<file path="config.mk">
export PLATFORM = sky130hd
export DESIGN_NAME = sfh_host
export DESIGN_NICKNAME = d
export VERILOG_FILES = /design/src/sfh_pkg.sv /design/src/sfh_host.sv
export SDC_FILE = /design/constraint.sdc
export NUM_CORES = 1
export LEC_CHECK = 0
export BUFFER_PORTS_ARGS = -buffer_cell sky130_fd_sc_hd__buf_2
export CAP_MARGIN = 5
export CORE_AREA = 3 3 135 137
export DETAILED_ROUTE_END_ITERATION = 7
export DIE_AREA = 0 0 138 140
export PLACE_DENSITY = 0.61
export SETUP_SLACK_MARGIN = 0.05
export SYNTH_ARGS = -nofsm -noshare
export SYNTH_HDL_FRONTEND = slang
export SYNTH_SLANG_ARGS = --single-unit
</file>
<file path="constraint.sdc">
create_clock -name i_mclk -period 2.6 [get_ports i_mclk]
set_input_delay 0.13 -clock i_mclk [delete_from_list [all_inputs] [get_ports i_mclk]]
set_output_delay 0.13 -clock i_mclk [all_outputs]
set_load 0.1 [all_outputs]
</file>
<file path="src/sfh_pkg.sv">
/*
  Constants, command table and carrier types for the serial flash read host.
  Assumes a 100 MHz system clock and a device that samples on the rising
  serial clock edge and launches on the falling edge.
*/

`default_nettype none

package sfh_pkg;

  // ************************************************************
  // Opcodes and phase lengths
  // ************************************************************
  localparam logic [7:0] OP_DUAL_OUT = 8'h3b;
  localparam logic [7:0] OP_QUAD_OUT = 8'h6b;
  localparam logic [7:0] OP_DUAL_IO = 8'hbb;
  localparam logic [7:0] OP_QUAD_IO = 8'heb;
  localparam logic [7:0] OP_WORD_QUAD = 8'he7;
  localparam logic [7:0] OP_VSR_WEN = 8'h50;
  localparam logic [19:0] OPCODE_CLKS = 20'h8;
  localparam logic [19:0] ADDR_CLKS_X1 = 20'h18;
  localparam logic [19:0] ADDR_CLKS_X2 = 20'hc;
  localparam logic [19:0] ADDR_CLKS_X4 = 20'h6;
  localparam logic [3:0] MODE_CLKS_X2 = 4'h4;
  localparam logic [3:0] MODE_CLKS_X4 = 4'h2;
  localparam logic [3:0] DUMMY_OUT_READ = 4'h8;
  localparam logic [3:0] DUMMY_QUAD_IO = 4'h4;
  localparam logic [3:0] DUMMY_WORD_QUAD = 4'h2;
  localparam logic [2:0] UPPER_ADDRESS_BITS_VALUE = 3'h0;

  // ************************************************************
  // Timing
  // ************************************************************
  localparam int MCLK_PERIOD_NS = 10;
  localparam int SCK_HALF_NS = 40;
  localparam int CS_HIGH_NS = 50;
  localparam int SCK_HALF_CYC = (SCK_HALF_NS + MCLK_PERIOD_NS - 1)
    / MCLK_PERIOD_NS;
  localparam int CS_HIGH_CYC = (CS_HIGH_NS + MCLK_PERIOD_NS - 1)
    / MCLK_PERIOD_NS;

  // ************************************************************
  // Types
  // ************************************************************
  typedef enum logic [2:0] {
    SFH_DUAL_OUT,
    SFH_QUAD_OUT,
    SFH_DUAL_IO,
    SFH_QUAD_IO,
    SFH_WORD_QUAD,
    SFH_VSR_WEN
  } sfh_kind_t;

  typedef enum logic [3:0] {
    PH_IDLE,
    PH_OP,
    PH_ADDR,
    PH_MODE,
    PH_DUMMY,
    PH_DATA,
    PH_TAIL,
    PH_GAP
  } sfh_phase_t;

  typedef struct packed {
    sfh_kind_t kind;
    logic cont;
    logic [20:0] addr;
    logic [7:0] mode;
    logic [15:0] nbytes;
  } sfh_cmd_t;

  typedef struct packed {
    logic [7:0] opcode;
    logic [2:0] addr_lanes;
    logic [2:0] data_lanes;
    logic [3:0] mode_clks;
    logic [3:0] dummy_clks;
    logic has_addr;
  } sfh_desc_t;

  typedef struct packed {
    sfh_phase_t ph;
    logic [19:0] clks;
  } sfh_seg_t;

  function automatic sfh_desc_t sfh_describe(input sfh_kind_t k);
    sfh_desc_t d;
    d = '{OP_VSR_WEN, 3'h1, 3'h1, 4'h0, 4'h0, 1'b0};
    unique case (k)
      SFH_DUAL_OUT: d = '{OP_DUAL_OUT, 3'h1, 3'h2, 4'h0, DUMMY_OUT_READ,
        1'b1};
      SFH_QUAD_OUT: d = '{OP_QUAD_OUT, 3'h1, 3'h4, 4'h0, DUMMY_OUT_READ,
        1'b1};
      SFH_DUAL_IO: d = '{OP_DUAL_IO, 3'h2, 3'h2, MODE_CLKS_X2, 4'h0,
        1'b1};
      SFH_QUAD_IO: d = '{OP_QUAD_IO, 3'h4, 3'h4, MODE_CLKS_X4,
        DUMMY_QUAD_IO, 1'b1};
      SFH_WORD_QUAD: d = '{OP_WORD_QUAD, 3'h4, 3'h4, MODE_CLKS_X4,
        DUMMY_WORD_QUAD, 1'b1};
      SFH_VSR_WEN: d = '{OP_VSR_WEN, 3'h1, 3'h1, 4'h0, 4'h0,
        1'b0};
      default: d = '{OP_VSR_WEN, 3'h1, 3'h1, 4'h0, 4'h0, 1'b0};
    endcase
    return d;
  endfunction : sfh_describe

endpackage : sfh_pkg

`default_nettype wire

</file>
<file path="src/sfh_host.sv">
/*
  Serial flash read host: takes one command at a time, frames it on the
  four-lane serial bus and returns read bytes.
  Assumes the serial clock it makes is the only clock the device sees and
  that lane inputs are asynchronous to the system clock.
*/

`default_nettype none

module sfh_host
  import sfh_pkg::*;
(
  input wire logic i_mclk,
  input wire logic i_nrst,
  input wire logic i_cmd_valid,
  input wire sfh_cmd_t i_cmd,
  output logic o_cmd_ready,
  output logic o_busy,
  output logic o_rd_valid,
  output logic [7:0] o_rd_data,
  output logic o_cs_n,
  output logic o_sck,
  output logic [3:0] o_io,
  output logic [3:0] o_io_oe,
  input wire logic [3:0] i_io
);

  // ************************************************************
  // State
  // ************************************************************
  sfh_phase_t phase, next_phase;
  sfh_desc_t desc, next_desc;
  logic [15:0] nbytes, next_nbytes;
  logic [7:0] div, next_div;
  logic [19:0] clk_left, next_clk_left;
  logic [39:0] tx, next_tx;
  logic [7:0] rx, next_rx;
  logic [3:0] rx_bits, next_rx_bits;
  logic rd_valid, next_rd_valid;
  logic [7:0] rd_data, next_rd_data;
  logic cs_n, next_cs_n;
  logic sck, next_sck;
  logic [3:0] io, next_io;
  logic [3:0] io_oe, next_io_oe;
  logic [3:0] io_meta, io_sync;
  sfh_seg_t seg;
  sfh_desc_t d_new;

  // ************************************************************
  // Phase sequencing
  // ************************************************************
  // Works out which phase follows the given one and how many serial
  // clocks it lasts; phases with no clocks are skipped.
  function automatic sfh_seg_t next_seg(input sfh_phase_t p,
                                        input sfh_desc_t d,
                                        input logic [15:0] nb);
    sfh_seg_t s;
    logic [2:0] rank;
    s.ph = PH_TAIL;
    s.clks = 20'h0;
    rank = 3'h0;
    // Data ranks last, so leaving it always ends the frame at the tail.
    unique case (p)
      PH_ADDR: rank = 3'h1;
      PH_MODE: rank = 3'h2;
      PH_DUMMY: rank = 3'h3;
      PH_DATA: rank = 3'h4;
      default: rank = 3'h0;
    endcase
    if (rank < 3'h1 && d.has_addr)
    begin
      s.ph = PH_ADDR;
      unique case (d.addr_lanes)
        3'h2: s.clks = ADDR_CLKS_X2;
        3'h4: s.clks = ADDR_CLKS_X4;
        default: s.clks = ADDR_CLKS_X1;
      endcase
    end
    else if (rank < 3'h2 && d.mode_clks != 4'h0)
    begin
      s.ph = PH_MODE;
      s.clks = {16'h0, d.mode_clks};
    end
    else if (rank < 3'h3 && d.dummy_clks != 4'h0)
    begin
      s.ph = PH_DUMMY;
      s.clks = {16'h0, d.dummy_clks};
    end
    else if (rank < 3'h4 && d.has_addr && nb != 16'h0)
    begin
      s.ph = PH_DATA;
      unique case (d.data_lanes)
        3'h2: s.clks = {2'h0, nb, 2'h0};
        3'h4: s.clks = {3'h0, nb, 1'h0};
        default: s.clks = {1'h0, nb, 3'h0};
      endcase
    end
    return s;
  endfunction : next_seg

  assign o_cmd_ready = (phase == PH_IDLE);
  assign o_busy = (phase != PH_IDLE);
  assign o_rd_valid = rd_valid;
  assign o_rd_data = rd_data;
  assign o_cs_n = cs_n;
  assign o_sck = sck;
  assign o_io = io;
  assign o_io_oe = io_oe;

  // ************************************************************
  // Next-state logic
  // ************************************************************
  always_comb
  begin
    next_phase = phase;
    next_desc = desc;
    next_nbytes = nbytes;
    next_div = div;
    next_clk_left = clk_left;
    next_tx = tx;
    next_rx = rx;
    next_rx_bits = rx_bits;
    next_rd_valid = 1'b0;
    next_rd_data = rd_data;
    next_sck = sck;
    seg = '{PH_TAIL, 20'h0};
    d_new = sfh_describe(i_cmd.kind);
    unique case (phase)
      PH_IDLE:
      begin
        next_sck = 1'b0;
        if (i_cmd_valid)
        begin
          next_desc = d_new;
          next_nbytes = i_cmd.nbytes;
          next_div = 8'h0;
          next_rx_bits = 4'h0;
          if (i_cmd.cont && d_new.mode_clks != 4'h0)
          begin
            next_tx = {UPPER_ADDRESS_BITS_VALUE, i_cmd.addr, i_cmd.mode,
              8'h0};
            seg = next_seg(PH_OP, d_new, i_cmd.nbytes);
            next_phase = seg.ph;
            next_clk_left = seg.clks;
          end
          else
          begin
            next_tx = {d_new.opcode, UPPER_ADDRESS_BITS_VALUE, i_cmd.addr,
              i_cmd.mode};
            next_phase = PH_OP;
            next_clk_left = OPCODE_CLKS;
          end
        end
      end
      PH_OP, PH_ADDR, PH_MODE, PH_DUMMY, PH_DATA:
      begin
        next_div = div + 8'h1;
        if (div == 8'(SCK_HALF_CYC - 1))
        begin
          next_div = 8'h0;
          next_sck = ~sck;
          if (!sck && phase == PH_DATA)
          begin
            // Rising edge: take the lanes the device launched.
            unique case (desc.data_lanes)
              3'h2: next_rx = {rx[5:0], io_sync[1:0]};
              3'h4: next_rx = {rx[3:0], io_sync};
              default: next_rx = {rx[6:0], io_sync[1]};
            endcase
            next_rx_bits = rx_bits + {1'b0, desc.data_lanes};
            if (next_rx_bits == 4'h8)
            begin
              next_rx_bits = 4'h0;
              next_rd_valid = 1'b1;
              next_rd_data = next_rx;
            end
          end
          else if (sck)
          begin
            // Falling edge: launch the next bits.
            unique case (phase)
              PH_OP: next_tx = {tx[38:0], 1'b0};
              PH_ADDR, PH_MODE:
              begin
                unique case (desc.addr_lanes)
                  3'h2: next_tx = {tx[37:0], 2'h0};
                  3'h4: next_tx = {tx[35:0], 4'h0};
                  default: next_tx = {tx[38:0], 1'b0};
                endcase
              end
              default: next_tx = tx;
            endcase
            next_clk_left = clk_left - 20'h1;
            if (clk_left == 20'h1)
            begin
              seg = next_seg(phase, desc, nbytes);
              next_phase = seg.ph;
              next_clk_left = seg.clks;
            end
          end
        end
      end
      PH_TAIL:
      begin
        // Clock stays low for a half period before select rises.
        next_sck = 1'b0;
        next_div = div + 8'h1;
        if (div == 8'(SCK_HALF_CYC - 1))
        begin
          next_div = 8'h0;
          next_phase = PH_GAP;
        end
      end
      PH_GAP:
      begin
        next_div = div + 8'h1;
        if (div == 8'(CS_HIGH_CYC - 1))
        begin
          next_div = 8'h0;
          next_phase = PH_IDLE;
        end
      end
    endcase
  end

  // ************************************************************
  // Pin drive
  // ************************************************************
  // Lanes are released before dummy and data so the device never meets
  // a driven lane; the host makes no use of the dummy lanes.
  always_comb
  begin
    next_cs_n = (next_phase == PH_IDLE) || (next_phase == PH_GAP);
    next_io = 4'h0;
    next_io_oe = 4'h0;
    unique case (next_phase)
      PH_OP:
      begin
        next_io = {3'h0, next_tx[39]};
        next_io_oe = 4'h1;
      end
      PH_ADDR, PH_MODE:
      begin
        unique case (next_desc.addr_lanes)
          3'h2:
          begin
            next_io = {2'h0, next_tx[39:38]};
            next_io_oe = 4'h3;
          end
          3'h4:
          begin
            next_io = next_tx[39:36];
            next_io_oe = 4'hf;
          end
          default:
          begin
            next_io = {3'h0, next_tx[39]};
            next_io_oe = 4'h1;
          end
        endcase
      end
      default:
      begin
        next_io = 4'h0;
        next_io_oe = 4'h0;
      end
    endcase
  end

  // ************************************************************
  // Registers
  // ************************************************************
  always_ff @(posedge i_mclk)
  begin
    io_meta <= i_io;
    io_sync <= io_meta;
  end

  always_ff @(posedge i_mclk)
  begin
    if (!i_nrst)
    begin
      phase <= PH_IDLE;
      desc <= '0;
      nbytes <= 16'h0;
      div <= 8'h0;
      clk_left <= 20'h0;
      tx <= 40'h0;
      rx <= 8'h0;
      rx_bits <= 4'h0;
      rd_valid <= 1'b0;
      rd_data <= 8'h0;
      cs_n <= 1'b1;
      sck <= 1'b0;
      io <= 4'h0;
      io_oe <= 4'h0;
    end
    else
    begin
      phase <= next_phase;
      desc <= next_desc;
      nbytes <= next_nbytes;
      div <= next_div;
      clk_left <= next_clk_left;
      tx <= next_tx;
      rx <= next_rx;
      rx_bits <= next_rx_bits;
      rd_valid <= next_rd_valid;
      rd_data <= next_rd_data;
      cs_n <= next_cs_n;
      sck <= next_sck;
      io <= next_io;
      io_oe <= next_io_oe;
    end
  end

endmodule : sfh_host

`default_nettype wire

</file>
==> run metrics <==
status=finished, final reports clean; CTS tree=yes; slowest stage delay, CP=0.56 ns; Final nets=1200; Max-Cap Viols=0; Worst path slowest cell=or4_4; Clock Skew=0.00986 ns; Syn Area/Cell=7.68 um2; Reg clk slew, reported paths=0.06 ns; CP delay by family, top=simple AND/OR/NAND/NOR gates; htree depth=4; Core Area=17200 um2; ys flop type=dfxtp_1; crit path cell chain=or4_4 > nor4_4 > a31oi_1 > a311o_1 > or3_4 > nor4_4 > a22o_1; final instance area=9700 um2; Rel. slew slack=54.7%; RR Startpoint=clk_left[7]; GRT Overall Usage=24.0%; Die X=138 um; cts bufs inserted=17; largest net degree at the start of global routing=57; # clock sinks=137; initial drt markers=987; utilization after layout=56.5%; Yosys top cell by area=dfxtp_1; CP Max Fanout=4; row count=48; worst slew pin tran=0.680 ns; Clk Tree Root Cell=clkbuf_16; Clk Latency, worst-skew pair=0.42 ns; 1st-pass router iterations=6; Die ar.=19300 um2; Longest Clk Path Bufs=2; Setup TNS Final=0 ns; Final ANT Viol Nets=0; CP Capture Type=flop; Synthesis Warnings=0; Leak=3.76 nW; Netlist cell types=78; Synthesized Nets=1069; Post-Place Worst Slack=-0.0145 ns; startpoint of the worst hold path=i_nrst; global-route wire length before repair=38500 um; antenna violations before repair=0; RSZ-0062 raised after global routing=yes; worst min path class=input pin to flop; fmax=391 MHz; gate count of the mapped netlist=1005; Synth top area share=35.5%; Async SR Flop Fraction=0%; flops & latches, synth=137; Post-synth EDFFs=0; area delta synth->final=25.7%; final wirelength=23800 um; hpwl dp=16500 um; register area share after synthesis=35.5%; hold slack=0.0414 ns; Initial Util=44.9%; Critical Path Start=clk_left[7]; die height=140 um; power density over the cells=677 nW/um2; # diodes=0; synthesized area=7720 um2; Vias=8051; FF+latch area=2750 um2; Remaining DRCs=0; Crit path required time=2.96 ns; synth top area cells=dfxtp_1 36%, nand2_1 9.1%, a22oi_1 5.5%, nor2_1 5.5%, o21ai_0 4.7%; Setup-failing EPs final=0; worst vdd ir=0.470 mV; number of global-route vias before repair=7236; share of cells above drive strength 1=21.8%; period utilisation layout=98.4%; max-slew violations=0; Port Buf Inserts=76; IO Count=77; vias per cell=5.86; Crit Path Class=flop to flop; CP Launch Type=flop; worst path bufs/invs=0; final hold vios=0; GP Congestion=0.899; area of the multi-input gates=4720 um2; WL/cell=17.3 um; minimum clock period=2.56 ns; fin worst setup slack=0.0428 ns; Post-DP Area=8730 um2; critical path arrival=2.92 ns; filler instances=1689; total gr overflow=0; most frequent CP cell=nor4_4
-- cells in the final DEF (no fill, tap or decap), types with 6 or more instances in the layout --
cell / count
nand2_1: 186
dfxtp_1: 134
nor2_1: 112
buf_4: 78
buf_2: 76
a21oi_1: 69
o21ai_0: 69
a22oi_1: 57
a222oi_1: 31
dlygate4sd3_1: 28
clkbuf_16: 17
a22o_1: 16
inv_1: 12
nand3_1: 11
nor3_1: 11
and3_1: 10
or3_1: 9
nor4_1: 9
mux2i_1: 9
nand2b_1: 8
o22ai_1: 8
or4_4: 7
nor3_2: 7
a31oi_1: 7
xor2_1: 7
ha_1: 7
nor3b_1: 6
nand4_1: 6
and2_1: 6
a311oi_1: 6
nor2b_1: 6
o211ai_1: 6
-- synth_stat cells (all sizes together) (12+ instances only) --
cell,instances
a21oi,69
a222oi,31
a22oi,57
nand3,12
buf,15
clkbuf,58
dfxtp,137
nand2,188
nor2,116
nor4,13
o21ai,73
a22o,16
inv,14
nor3,18
-- area by class of cell --
type | instances | area share, %
multi-input combinational | 780 | 48.7
sequential | 137 | 28.3
timing repair buffer | 185 | 13.4
clock buffer | 17 | 4.39
tap | 225 | 2.90
clock inverter | 15 | 1.72
inverter | 15 | 0.632
-- state kept, by name (all words and copies together), names as in the netlist --
register	cells
o_rd_data	8
o_rd_valid	1
o_io	4
clk_left	20
o_sck	1
io_sync	4
phase	4
rx_bits	4
nbytes	16
div	8
tx	40
io_meta	4
o_io_oe	3
desc	12
o_cs_n	1
rx	7
-- metal layers --
| layer | vias up | part of all wire, % | track usage, % | routed length [um] |
|---|---|---|---|---|
| li1 | 3967 | - | - | - |
| met1 | 3793 | 49 | 36.2 | 11600 |
| met2 | 276 | 44 | 35.1 | 10500 |
| met3 | 15 | 6.6 | 5.02 | 1570 |
| met4 | 0 | 0.66 | 5.41 | 158 |
| met5 | - | 0 | 0 | 0 |
-- worst register-to-register path: stages (launching register included) --
cell and delay (ns):
dfxtp_2 0.32, or4_4 0.56, nor4_4 0.38, a31oi_1 0.14, a311o_1 0.33, or3_4 0.36
nor4_4 0.24, a22o_1 0.16
-- where the power goes --
part | internal, mW | total [mW] | switching, mW
combinational | 0.663 | 1.78 | 1.12
clock | 1.43 | 2.44 | 1.01
sequential | 2.23 | 2.35 | 0.119
-- final timing paths --
kind	cells after the start	end	slack (ns)
setup / recovery	7	o_io[0]	0.04
hold / removal	2	o_cs_n	0.04
setup reg to reg	7	o_io[0]	0.04
hold reg to reg	0	io_sync[1]	0.33
-- what timing repair did --
| action | CTS | global route |
|---|---|---|
| buffers inserted | 3 | 1 |
| pin swaps | 6 | 6 |
| endpoints found under the hold margin | 28 | 0 |
| resized for setup | 5 | 16 |
| hold buffers | 28 | 0 |
| setup endpoints to repair | 8 | 22 |
-- logic make-up (layout without fill, tap and decap cells) --
kind of cell	count (synthesis)	count (layout)	synth area share (%)
mux	11	11	1.46
flops	137	137	35.5
compound gates	322	322	29.2
fa+ha+maj	8	8	1.39
simple gates	428	428	26.4
xor+xnor	11	11	1.25
buf+inv	88	232	4.72
-- through the flow --
| stage | power, mW | cells |
|---|---|---|
| after floorplan | 3.54 | 1005 |
| final | 6.57 | 1374 |
| after detailed placement | 4.06 | 1310 |
| after global placement | 4.06 | 1310 |
| after CTS | 6.56 | 1373 |
| after global routing | 6.89 | 1374 |
No activity file was read; power rests on OpenSTA's default activity.
